$ cat config.mk
export PLATFORM = sky130hd
export DESIGN_NAME = txwcs_top
export DESIGN_NICKNAME = d
export VERILOG_FILES = /design/src/core/txwcs_buf2.v /design/src/core/txwcs_top.v
export VERILOG_INCLUDE_DIRS = /design/src /design/src/core
export SDC_FILE = /design/constraint.sdc
export NUM_CORES = 1
export LEC_CHECK = 0
export BUFFER_PORTS_ARGS = -buffer_cell sky130_fd_sc_hd__buf_2
export CAP_MARGIN = 25
export CELL_PAD_IN_SITES_DETAIL_PLACEMENT = 0
export CELL_PAD_IN_SITES_GLOBAL_PLACEMENT = 1
export CORE_MARGIN = 3
export CORE_UTILIZATION = 34
export DETAILED_ROUTE_END_ITERATION = 7
export PLACE_DENSITY_LB_ADDON = 0.1
export SYNTH_ARGS = -nofsm -noshare
export SYNTH_HDL_FRONTEND = slang
export SYNTH_SLANG_ARGS = --single-unit
$ cat constraint.sdc
create_clock -name CLK -period 1.9 [get_ports CLK]
set_input_delay 0.38 -clock CLK [delete_from_list [all_inputs] [get_ports CLK]]
set_output_delay 0.38 -clock CLK [all_outputs]
set_load 0.05 [all_outputs]
$ cat src/core/txwcs_defines.vh
// constants for the transmit fifo write clock select block
`ifndef TXWCS_DEFINES_VH
`define TXWCS_DEFINES_VH
// channels per transceiver block
`define TXWCS_CH_PER_BLK  4
// number of transceiver blocks
`define TXWCS_NUM_BLK     4
// configuration mode codes
`define TXWCS_MODE_W      2
`define TXWCS_MODE_NONB   2'h0
`define TXWCS_MODE_X4     2'h1
`define TXWCS_MODE_X8     2'h2
`define TXWCS_MODE_DIRECT 2'h3
// write clock source codes per channel
`define TXWCS_SRC_W       2
`define TXWCS_SRC_FWD_OWN 2'h0
`define TXWCS_SRC_FWD_CH0 2'h1
`define TXWCS_SRC_CORE    2'h2
`define TXWCS_SRC_USER    2'h3
// read clock source codes per channel
`define TXWCS_RD_LOCAL    2'h0
`define TXWCS_RD_CMU_LOC  2'h1
`define TXWCS_RD_CMU_MST  2'h2
// clock period in ns and fifo depth
`define TXWCS_CLK_NS      5
`define TXWCS_FIFO_DEPTH  2
`endif

$ cat src/core/txwcs_buf2.v
// two-entry valid/ready buffer with full and empty flags
module txwcs_buf2 #(
	parameter WIDTH = 8
) (
	input  wire             clk,
	input  wire             rst_n,
	input  wire             in_valid,
	output wire             in_ready,
	input  wire [WIDTH-1:0] in_data,
	output wire             out_valid,
	input  wire             out_ready,
	output wire [WIDTH-1:0] out_data,
	output wire             full,
	output wire             empty
);
	// ==========================================
	// storage
	reg [WIDTH-1:0] mem_q [0:1];     // two words
	reg             wp_q;            // write pointer
	reg             rp_q;            // read pointer
	reg [1:0]       cnt_q;           // occupancy
	wire            wr_fire;
	wire            rd_fire;

	assign full      = (cnt_q == 2'h2);
	assign empty     = (cnt_q == 2'h0);
	assign in_ready  = ~full;
	assign out_valid = ~empty;
	assign out_data  = mem_q[rp_q];
	assign wr_fire   = in_valid & ~full;
	assign rd_fire   = out_ready & ~empty;

	// pointer and count update
	always @(posedge clk or negedge rst_n) begin
		if (!rst_n) begin
			wp_q  <= 1'b0;
			rp_q  <= 1'b0;
			cnt_q <= 2'h0;
		end else begin
			if (wr_fire)
				wp_q <= ~wp_q;
			if (rd_fire)
				rp_q <= ~rp_q;
			cnt_q <= cnt_q + {1'b0, wr_fire} - {1'b0, rd_fire};
		end
	end

	// data store, no reset needed
	always @(posedge clk) begin
		if (wr_fire)
			mem_q[wp_q] <= in_data;
	end
endmodule // txwcs_buf2

$ cat src/core/txwcs_top.v
// transmit fifo write and read clock selection with data buffer
// How it works
// - bonded modes: write clock from core clock
// - non-bonded auto: share channel 0 forwarded clock
// - no forwarded clock sharing across blocks
// - user write-clock port overrides auto choice
// - non-bonded read clock local, halved with serializer
// - x4 read clock from local multiplier unit
// - x8 read clock from master multiplier unit
// - no core clock in direct mode
// - forward channel clock or core clock
`include "txwcs_defines.vh"
module txwcs_top #(
	parameter NUM_CH = `TXWCS_CH_PER_BLK * `TXWCS_NUM_BLK,
	parameter WIDTH  = 8
) (
	input  wire                           CLK,
	input  wire                           RST_N,
	input  wire [`TXWCS_MODE_W-1:0]       MODE,
	input  wire                           BYTE_SER_EN,
	input  wire [NUM_CH-1:0]              USER_WRCLK_EN,
	input  wire [NUM_CH-1:0]              IDENT_CH0,
	input  wire                           WR_VALID,
	output reg                            WR_READY,
	input  wire [WIDTH-1:0]               WR_DATA,
	output reg                            RD_VALID,
	input  wire                           RD_READY,
	output reg  [WIDTH-1:0]               RD_DATA,
	input  wire                           WR_PULSE,
	input  wire                           RD_PULSE,
	output reg  [NUM_CH*2-1:0]            WR_SRC,
	output reg  [NUM_CH*2-1:0]            RD_SRC,
	output reg  [NUM_CH-1:0]              RD_HALF,
	output reg  [NUM_CH-1:0]              FWD_CH_CLK_EN,
	output reg                            CORE_CLK_EN,
	output reg                            OVERFLOW,
	output reg                            UNDERRUN
);
	// ==========================================
	// reset release through two flops
	// assertion is immediate; release waits two edges so that every flop
	// leaves reset on the same edge
	reg  rst_s1_q;              // first stage, read only by second
	reg  rst_s2_q;              // released reset
	wire rst_n_i = rst_s2_q;    // internal reset

	always @(posedge CLK or negedge RST_N) begin
		if (!RST_N) begin
			rst_s1_q <= 1'b0;
			rst_s2_q <= 1'b0;
		end else begin
			rst_s1_q <= 1'b1;
			rst_s2_q <= rst_s1_q;
		end
	end

	// ==========================================
	// mode decode helpers
	function is_bonded;
		input [`TXWCS_MODE_W-1:0] m;
		begin
			is_bonded = (m == `TXWCS_MODE_X4) | (m == `TXWCS_MODE_X8);
		end
	endfunction

	// ==========================================
	// write source of one channel
	// the user port wins over every mode; otherwise bonded modes take the
	// core clock, direct mode keeps each channel on its own clock, and the
	// automatic choice shares channel 0's clock only inside one block
	function [`TXWCS_SRC_W-1:0] wr_sel;
		input                     user_en;   // channel's own write-clock port on
		input [`TXWCS_MODE_W-1:0] m;         // configuration mode
		input                     ident;     // channel matches its block's channel 0
		input                     not_first; // channel is not channel 0 of its block
		begin
			if (user_en)
				wr_sel = `TXWCS_SRC_USER;
			else if (is_bonded(m))
				wr_sel = `TXWCS_SRC_CORE;
			else if (m == `TXWCS_MODE_DIRECT)
				wr_sel = `TXWCS_SRC_FWD_OWN;
			else if (ident && not_first)
				wr_sel = `TXWCS_SRC_FWD_CH0;  // own block only
			else
				wr_sel = `TXWCS_SRC_FWD_OWN;  // distinct channel keeps its own clock
		end
	endfunction

	// ==========================================
	// read source of one channel
	// the mode alone picks it; halving for the byte serializer is a
	// separate flag so that every source is halved alike
	function [1:0] rd_sel;
		input [`TXWCS_MODE_W-1:0] m;  // configuration mode
		begin
			case (m)
				`TXWCS_MODE_X4: rd_sel = `TXWCS_RD_CMU_LOC;
				`TXWCS_MODE_X8: rd_sel = `TXWCS_RD_CMU_MST;
				default:        rd_sel = `TXWCS_RD_LOCAL;
			endcase
		end
	endfunction

	// ==========================================
	// per-channel clock source selection
	// each channel drives only its own slice, so every bit has one driver;
	// channel index modulo the block size finds the block's channel 0
	wire [NUM_CH*2-1:0] wr_src_d;  // next write source
	wire [NUM_CH*2-1:0] rd_src_d;  // next read source
	wire [NUM_CH-1:0]   fwd_en_d;  // next forward enables
	wire                bonded;    // x4 or x8 bonded mode
	assign bonded = is_bonded(MODE);
	genvar g;
	generate
		for (g = 0; g < NUM_CH; g = g + 1) begin : g_ch
			// write source: user port first, then mode rules
			assign wr_src_d[g*2 +: 2] = wr_sel(USER_WRCLK_EN[g], MODE, IDENT_CH0[g],
				(g % `TXWCS_CH_PER_BLK) != 0);
			// read source by mode
			assign rd_src_d[g*2 +: 2] = rd_sel(MODE);
			// forwarded channel clock in non-bonded modes
			assign fwd_en_d[g] = ~bonded;
		end
	endgenerate

	// registered selection outputs
	// every selection output is a flop, so a mode change shows one
	// cycle later and never glitches the clock routing it stands for
	always @(posedge CLK or negedge rst_n_i) begin
		if (!rst_n_i) begin
			WR_SRC        <= {NUM_CH*2{1'b0}};
			RD_SRC        <= {NUM_CH*2{1'b0}};
			RD_HALF       <= {NUM_CH{1'b0}};
			FWD_CH_CLK_EN <= {NUM_CH{1'b0}};
			CORE_CLK_EN   <= 1'b0;
		end else begin
			WR_SRC        <= wr_src_d;
			RD_SRC        <= rd_src_d;
			RD_HALF       <= {NUM_CH{BYTE_SER_EN}};
			FWD_CH_CLK_EN <= fwd_en_d;
			// core clock only when bonded, never in direct
			CORE_CLK_EN   <= is_bonded(MODE);
		end
	end

	// ==========================================
	// phase compensation buffer
	// two words ride between the fabric writer and the transmit reader;
	// the output register adds a third slot, so a stalling reader
	// never costs a word
	wire             b_out_valid;
	wire             wr_take;      // word accepted at this edge
	wire             wr_full_next; // buffer will be full after this edge
	wire [WIDTH-1:0] b_out_data;
	wire             b_full;
	wire             b_empty;
	wire             take = RD_READY | ~RD_VALID;  // output stage can load
	assign wr_take      = WR_VALID & WR_READY;
	assign wr_full_next = ~b_empty & ~take & (b_full | wr_take);

	txwcs_buf2 #(
		.WIDTH(WIDTH)
	) u_buf (
		.clk       (CLK),
		.rst_n     (rst_n_i),
		.in_valid  (wr_take),
		.in_ready  (),
		.in_data   (WR_DATA),
		.out_valid (b_out_valid),
		.out_ready (take),
		.out_data  (b_out_data),
		.full      (b_full),
		.empty     (b_empty)
	);

	// output register stage and ready flop
	// the output word loads whenever it is empty or being taken, which
	// keeps RD_VALID and RD_DATA straight from flops
	always @(posedge CLK or negedge rst_n_i) begin
		if (!rst_n_i) begin
			RD_VALID <= 1'b0;
			RD_DATA  <= {WIDTH{1'b0}};
			WR_READY <= 1'b0;
		end else begin
			if (take) begin
				RD_VALID <= b_out_valid;
				if (b_out_valid)
					RD_DATA <= b_out_data;
			end
			// ready only when a slot stays free after this edge, so a word
			// offered under ready always lands and a stall loses nothing
			WR_READY <= ~wr_full_next;
		end
	end

	// ==========================================
	// sticky rate mismatch flags
	// only reset clears them; a flag seen high means the write and read
	// clocks drifted at some point since reset
	always @(posedge CLK or negedge rst_n_i) begin
		if (!rst_n_i) begin
			OVERFLOW <= 1'b0;
			UNDERRUN <= 1'b0;
		end else begin
			// write attempt while full
			// a held word under low ready is back-pressure, not a write
			if (WR_PULSE & b_full)
				OVERFLOW <= 1'b1;
			// read attempt while empty
			if (RD_PULSE & b_empty & ~RD_VALID)
				UNDERRUN <= 1'b1;
		end
	end
endmodule // txwcs_top

==> metrics.txt, run 1 <==
status=complete, no violations; Yosys top cell area share=45.8%; post-route ant nets=0; Peak VDD IR=0.690 mV; io pins=158; First DRT Iteration DRCs=50; worst relative slew slack=39.4%; Syn Area/Cell=14.4 sq um; synth cell count leaders=61 x buf_4, 55 x dfrtp_1, 16 x edfxtp_1, 16 x mux2_4, 13 x a21o_1; largest family of logic cells by synthesized area=buffers and inverters; Filler Cell Count=846; initial antenna violation count=0; post-synthesis compound-gate area fraction=3.87%; Power Total=5.56 mW; Synth Area in Adders=2.08%; P_leak=1.89 nW; CTS Root Cell=clkbuf_8; worst reg2reg startpoint=RD_VALID; Core ar.=0.00838 sq mm; Distinct cells, synth=24; EDFF count, synth=16; Slew Viols, Final=0; Die Wd=100 um; per-cell routed wire length=13.4 um; Most used DFF post-synth=dfrtp_1; Slew @ Worst Pin=905 ps; largest area contributor in the netlist=dfrtp_1; Tcrit/Tclk final=84.7%; clock sinks=71; mux contribution to synthesized area=8.00%; setup violators final=0; top-count cell post-synth=buf_4; Hold Crit Class=in2reg; min Tclk post-route=1610 ps; main area contributors after synthesis=dfrtp_1 46%, edfxtp_1 16%, buf_4 15%; Mapped Nets=262; Initial Util=35.8%; Row Count=33; DRT Pass-1 Iters=3; clock skew=9.73 ps; power per cell area=1500 mW/mm^2; Synth Area in XOR/XNOR=1.17%; Worst Setup SP=RD_VALID; CTS tree=built; Net Switching=2.12 mW; Req. time, crit path=2160 ps; fin nets=369; Max clock buf depth=2; Worst Setup End Kind=flip-flop; DRC=0; area grow syn2layout=23.6%; Critical Path Source Type=flip-flop; largest net degree at the start of global routing=28; Synth Instances=208; Final Hold Vio Count=0; TritonCTS buffer count=9; mapped cell area=0.00300 sq mm; sequential power share=37.5%; Sw Share=38.2%; die area=0.0100 sq mm; Comb pwr share=36.9%; Clock transition at path regs=80 ps; min-delay src=BYTE_SER_EN; Die Y-Extent=100 um; Final Util=44.3%; Synthesis Warnings=0; sequential area share after synthesis=61.8%; H-tree depth=3; drt total wl=5.69 mm; clock power share=25.6%; Vias=1754; Overflow after GRT=0; crit path DAT=1870 ps; area of the multi-input gates=651 sq um; Cell Int Power=3.44 mW; Vias/cell=4.13; Highest Clock Rate=0.621 GHz; vias in the first global route=1710; Final GP Congestion=0.673; CP Class=reg2reg; FF+latch area=0.00186 sq mm; clk_lat worst skew=340 ps; Worst Path Max Fanout=10; I/O Buffers=153; RSZ-0062 raised after global routing=false; ant diodes=0; Synth async-reset ratio=77.5%; layout cells sized above 1=60.6%; Seq cells post-synth=71; Post-DP HPWL=4.25 mm; max cap viols=0; Tot GR Track Use=11.3%; cts repair resizes=0; first-pass GRT wire length=8.43 mm; simple-gate share of the synthesized area=6.42%
==> layout by cell type (no fill, tap or decap), drive strengths merged <==
cell | netlist | final
and2b | 1 | 1
mux2 | 16 | 16
nand2 | 1 | 1
inv | 6 | 6
or2b | 5 | 5
clkinv | 0 | 1
conb | 1 | 1
edfxtp | 16 | 16
o21ai | 2 | 2
buf | 62 | 158
a21o | 13 | 13
a31o | 1 | 1
clkinvlp | 0 | 2
dfrtp | 55 | 55
nor3 | 1 | 1
bufinv | 0 | 3
xnor2 | 2 | 2
ha | 5 | 5
and2 | 1 | 1
nor2 | 5 | 5
nor2b | 1 | 1
dlygate4sd3 | 0 | 1
clkbuf | 1 | 10
xor2 | 2 | 2
nand2b | 11 | 11
==> state kept, by name, summed over array words and instances (netlist names) <==
register,count
RD_VALID,1
WR_READY,1
u_buf.cnt_q,2
RD_SRC,2
rst_s1_q,1
CORE_CLK_EN,1
FWD_CH_CLK_EN,1
OVERFLOW,1
WR_SRC,32
rst_n_i,1
u_buf.wp_q,1
RD_HALF,1
u_buf.rp_q,1
RD_DATA,8
u_buf.mem_q,16
UNDERRUN,1
==> power groups by stage <==
| stage | clock network (mW) | logic [mW] | registers (mW) |
|---|---|---|---|
| 6_report | 1.42 | 2.05 | 2.08 |
| 5_1_grt | 1.54 | 2.17 | 2.13 |
| 4_1_cts | 1.46 | 2.09 | 2.09 |
| 3_5_place_dp | 0 | 2.09 | 2.12 |
| 3_3_place_gp | 0 | 2.07 | 2.12 |
| 2_1_floorplan | 0 | 1.18 | 2.67 |
==> worst max-delay path, cell delays in order, from the launching register on <==
cell	delay, ps
dfrtp_1	390
nor2b_4	150
nor2_8	250
ha_1	280
inv_1	50
ha_1	150
xnor2_1	130
xnor2_1	140
==> what timing repair did <==
item                                   in CTS  in global routing
buffers inserted                            0                  0
endpoints found under the hold margin       2                  0
hold buffers                                1                  0
==> through the flow <==
step                worst slack (ps)  area (sq um)  std cells  TNS (ps)  hold slack (ps)
floorplan                       29.9          3000        208         0             84.4
global placement                11.8          3470        408         0              166
detailed placement             -21.8          3470        408     -99.6              169
CTS                              247          3710        425         0              134
global route                     166          3710        425         0              139
finish                           291          3710        425         0              148
==> metal layers <==
layer	wire, um	part of all wire (%)	vias up	track usage, %
li1	-	-	827	-
met1	2120	37	809	12.7
met2	2770	49	109	18.9
met3	701	12	9	4.17
met4	98	1.7	0	5.91
met5	0	0	-	0
==> cells by family after synthesis <==
| logic type | count (synthesis) |
|---|---|
| xor+xnor | 4 |
| buf+inv | 69 |
| compound gates | 16 |
| other cells | 1 |
| fa+ha+maj | 5 |
| mux | 16 |
| simple gates | 26 |
| flops | 71 |
==> area by class of cell <==
cell class,instances,share of cell area (%)
sequential,71,50.1
inverter,6,0.607
clock buffer,10,3.44
multi-input combinational,68,17.5
clock inverter,6,2.93
tap,105,3.54
timing repair buffer,159,21.9
==> final timing paths <==
check | to | slack [ps] | cells after the start
max in group asynchronous | WR_SRC[4] | 980 | 1
worst min register to register | RD_DATA[1] | 290 | 0
worst min-delay path | RD_HALF[0] | 150 | 1
min in group asynchronous | RD_DATA[1] | 290 | 0
worst max register to register | u_buf.cnt_q[1] | 290 | 7
worst max-delay path | u_buf.cnt_q[1] | 290 | 7
Note: power is estimated with default switching activity, not from simulation.
==> inputs of run 2 (changes only) <==
ABC_AREA = 1   (was not set)
CORE_UTILIZATION = 30   (was 34)
clock period = 1.4 ns   (was 1.9 ns; I/O delays follow)
==> metrics.txt, run 2 <==
CTS tree=built; first-pass GRT wire length=10.3 mm; Synth async-reset ratio=77.5%; Post-DP HPWL=4.65 mm; Most used DFF post-synth=dfrtp_1; commonest cells after routing, fill and taps aside=98 x buf_2, 87 x nand2_1, 48 x dfrtp_1; setup violators final=0; synth cell count leaders=88 x nand2_1, 62 x buf_4, 55 x dfrtp_1, 26 x inv_1; Synth Instances=286; First DRT Iteration DRCs=38; status=complete, no violations; clock power share=26.6%; EDFF count, synth=16; area grow syn2layout=41.8%; top-count cell post-synth=nand2_1; mapped cell area=0.00301 sq mm; H-tree depth=3; Final GP Congestion=0.642; min setup slack post-route=14.9 ps; Syn Area/Cell=10.5 sq um; Power Total=7.95 mW; CTS Root Cell=clkbuf_8; Synthesis Warnings=0; Tcrit/Tclk final=98.9%; Reg with most FFs=WR_SRC; largest area contributor in the netlist=dfrtp_1; P_leak=2.18 nW; main area contributors after synthesis=dfrtp_1 46%, edfxtp_1 16%, buf_4 15%; DRT Pass-1 Iters=4; Initial Util=31.7%; Net Switching=3.15 mW; fin nets=457; CP Class=reg2out; Sw Share=39.6%; Non-Filler Cell Area, Final=0.00427 sq mm; ant diodes=0; drt total wl=6.82 mm; largest registers=WR_SRC (32), u_buf.mem_q (16), RD_DATA (8); vias in the first global route=2006; Seq cells post-synth=71; Row Count=35; Vias/cell=3.91; Cell Int Power=4.80 mW; Die Y-Extent=106 um; Largest register FFs=32; I/O Buffers=153; worst hold slack=50.3 ps; Core ar.=0.00950 sq mm; Hold Crit Class=in2reg; Critical Path Source Type=flip-flop; Tot GR Track Use=11.6%; sequential area share after synthesis=61.6%; pre-CTS WS=39.5 ps; clock skew=6.84 ps; Comb pwr share=39.3%; Vias=2097; Worst Setup End Kind=output pin; Die Wd=106 um; Overflow after GRT=0; min Tclk post-route=1390 ps; Max clock buf depth=2; Area after DPL=0.00362 sq mm; initial antenna violation count=0; Final Hold Vio Count=0; layout cells sized above 1=51.7%; Req. time, crit path=1120 ps; max cap viols=0; most common cell after layout, fill and taps aside=buf_2; io pins=158; sequential power share=34.1%; die area=0.0113 sq mm; Slew Viols, Final=0; Worst Path Max Fanout=8; RSZ-0062 raised after global routing=true; Highest Clock Rate=0.722 GHz; largest net degree at the start of global routing=54; clk_lat worst skew=330 ps; Distinct cells, synth=18; final setup TNS=0 ps; Clock transition at path regs=70 ps; Peak VDD IR=0.699 mV; clock sinks=71; crit path DAT=1110 ps; TritonCTS buffer count=9; DRC=0; power per cell area=1860 mW/mm^2; Yosys top cell area share=45.7%; post-route ant nets=0; per-cell routed wire length=12.7 um; Mapped Nets=340
[run 2: per-stage QoR]
stage	cells	utilization [%]
2_1_floorplan	286	-
3_3_place_gp	512	38.1
3_5_place_dp	512	38.1
4_1_cts	529	41.4
5_1_grt	537	45.0
6_report	537	45.0
[run 2: logic make-up after synthesis]
logic type,share of synthesized area [%]
AOI/OAI and AO/OA,0.540
adders and majority gates,2.08
DFF,61.6
other,0.124
and+or+nand+nor,16.2
buffers and inverters,19.4
[run 2: critical path, stage by stage (launching register included)]
cell and delay [ps]:
dfrtp_2 360, buf_4 150, buf_2 270
[run 2: cell type report]
class | count | area (sq um)
Inverter | 28 | 105
Clock buffer | 12 | 166
Multi-Input combinational cell | 122 | 612
Sequential cell | 71 | 1870
Clock inverter | 4 | 98.8
Tap cell | 129 | 161
Timing Repair Buffer | 171 | 1260
Fill cell | 932 | 5230
[run 2: what timing repair did]
action                     4_1_cts  5_1_grt
pin swaps                        0        0
hold endpoints to repair         2        0
hold buffers                     1        0
resized for setup               14      138
setup endpoints to repair       64       65
setup buffers                    0        8
[run 2: final timing paths]
path,cells after the start,start,slack (ps),end
hold / removal,1,BYTE_SER_EN,50,RD_HALF[0]
min in group asynchronous,2,RST_N,260,rst_n_i
setup reg to reg,7,u_buf.cnt_q[0],70,u_buf.cnt_q[1]
max in group asynchronous,1,rst_n_i,880,WR_READY
hold reg to reg,1,rst_n_i,260,u_buf.rp_q
setup / recovery,2,FWD_CH_CLK_EN[0],10,FWD_CH_CLK_EN[7]
[run 2: routing by layer]
layer	share of wire (%)	GRT usage, %	wire [um]	up-vias
met5	0	0	0	-
met4	0.87	2.78	59	0
met2	51	19.1	3510	76
li1	-	-	-	1047
met1	38	12.9	2570	969
met3	10	6.86	682	5
[run 2: power groups by stage]
stage / clock [mW] / combinational [mW] / sequential [mW]
6_report: 2.11 / 3.12 / 2.71
5_1_grt: 2.28 / 3.40 / 2.76
4_1_cts: 2.19 / 3.02 / 2.73
3_5_place_dp: 0 / 3.00 / 2.76
3_3_place_gp: 0 / 2.99 / 2.75
2_1_floorplan: 0 / 1.51 / 3.58
==> inputs of run 3 (changes only) <==
CORE_ASPECT_RATIO = 2   (was not set)
==> metrics.txt, run 3 (same netlist as run 2, synthesis figures left out) <==
per-cell routed wire length=12.3 um; Max clock buf depth=2; DRC=0; DRT Pass-1 Iters=4; io pins=158; RSZ-0062 raised after global routing=true; Initial Util=30.9%; die area=0.0114 sq mm; max cap viols=0; Die Y-Extent=148 um; Final Hold Vio Count=0; I/O Buffers=153; Final GP Congestion=0.676; Hold Crit Class=in2reg; CP max stage cell=dfrtp_2; Tcrit/Tclk final=100%; clock sinks=71; Clock transition at path regs=60 ps; commonest cells after routing, fill and taps aside=94 x buf_2, 88 x nand2_1, 48 x dfrtp_1; min Tclk post-route=1400 ps; Worst Setup End Kind=output pin; failing checks=setup timing; CP Class=reg2out; Highest Clock Rate=0.714 GHz; initial antenna violation count=0; status=complete, but fails checks; Tot GR Track Use=11.9%; post-route ant nets=0; First DRT Iteration DRCs=45; Reg with most FFs=WR_SRC; clk_lat worst skew=320 ps; ant diodes=0; CTS tree=built; FF+latch area=0.00187 sq mm; P_leak=2.16 nW; Die Wd=76.9 um; CTS Root Cell=clkbuf_16; crit path DAT=1120 ps; Vias/cell=3.90; drt total wl=6.63 mm; Worst path max stage delay=410 ps; largest net degree at the start of global routing=37; area grow syn2layout=39.0%; Vias=2111; clock skew=3.56 ps; Worst Path Max Fanout=8; worst hold slack=67.7 ps; power per cell area=1980 mW/mm^2; Area after DPL=0.00361 sq mm; min setup slack post-route=-0.166 ps; TritonCTS buffer count=9; Non-Filler Cell Area, Final=0.00419 sq mm; area of the multi-input gates=609 sq um; Row Count=51; Critical Path Source Type=flip-flop; fin nets=458; first-pass GRT wire length=10.5 mm; setup violators final=1; Overflow after GRT=0; CP most frequent cell=clkbuf_4; largest registers=WR_SRC (32), u_buf.mem_q (16), RD_DATA (8); Peak VDD IR=0.899 mV; Slew Viols, Final=0; Power Total=8.31 mW; Largest register FFs=32; layout cells sized above 1=51.8%; Req. time, crit path=1120 ps; crit path cell chain=clkbuf_4 -> clkbuf_4; H-tree depth=3; most common cell after layout, fill and taps aside=buf_2; final setup TNS=-0.166 ps; Post-DP HPWL=5.05 mm; Core ar.=0.00976 sq mm; vias in the first global route=2106; Filler Cell Count=986
## run 3: through the flow
stage               util [%]  setup WS (ps)  cells
floorplan                  -           -101    286
global placement        37.0           49.5    515
detailed placement      37.0           44.4    515
CTS                     40.6           6.45    532
global route            42.9          -48.7    541
finish                  42.9         -0.166    541
## run 3: critical path: cells and delay by family, from the launching register on
kind | cells | cell delay (ps)
flip-flops | 1 | 410
buffers and inverters | 2 | 380
## run 3: power breakdown
part / total (mW) / leakage, nW / internal (mW) / switching (mW)
registers: 2.73 / 0.756 / 2.55 / 0.184
clock network: 2.54 / 0.167 / 1.71 / 0.834
logic: 3.04 / 1.24 / 0.874 / 2.17
total: 8.31 / 2.16 / 5.13 / 3.19
## run 3: final timing paths
kind                       cells past startpoint             start  slack (ps)          endpoint
setup reg to reg                               7    u_buf.cnt_q[0]          90    u_buf.cnt_q[1]
max in group asynchronous                      1           rst_n_i         720        RD_SRC[29]
setup / recovery                               2  FWD_CH_CLK_EN[0]        -0.2  FWD_CH_CLK_EN[7]
hold / removal                                 1       BYTE_SER_EN          70        RD_HALF[0]
hold reg to reg                                1           rst_n_i         220        WR_SRC[15]
min in group asynchronous                      1           rst_n_i         220        WR_SRC[15]
## run 3: timing repair
item                                   CTS  global route
setup buffers                            0             9
endpoints found under the hold margin    2             0
hold buffers                             1             0
gates resized for setup                  0            97
setup endpoints to repair                0            65
## run 3: area by class of cell
cell class	instances	area share, %
clock buffers	11	6.30
repair buffers	172	26.3
inverters	28	2.51
well taps	132	3.94
multi-input cells	122	14.5
clock inverters	5	1.85
flip-flops and latches	71	44.5
## run 3: routing by layer
| metal | share of wire [%] | global-route usage, % | up-vias |
|---|---|---|---|
| met1 | 31 | 10.9 | 974 |
| met5 | 0 | 0 | - |
| met4 | 1.7 | 5.44 | 0 |
| met2 | 58 | 22.0 | 82 |
| met3 | 9.4 | 5.37 | 7 |
| li1 | - | - | 1048 |
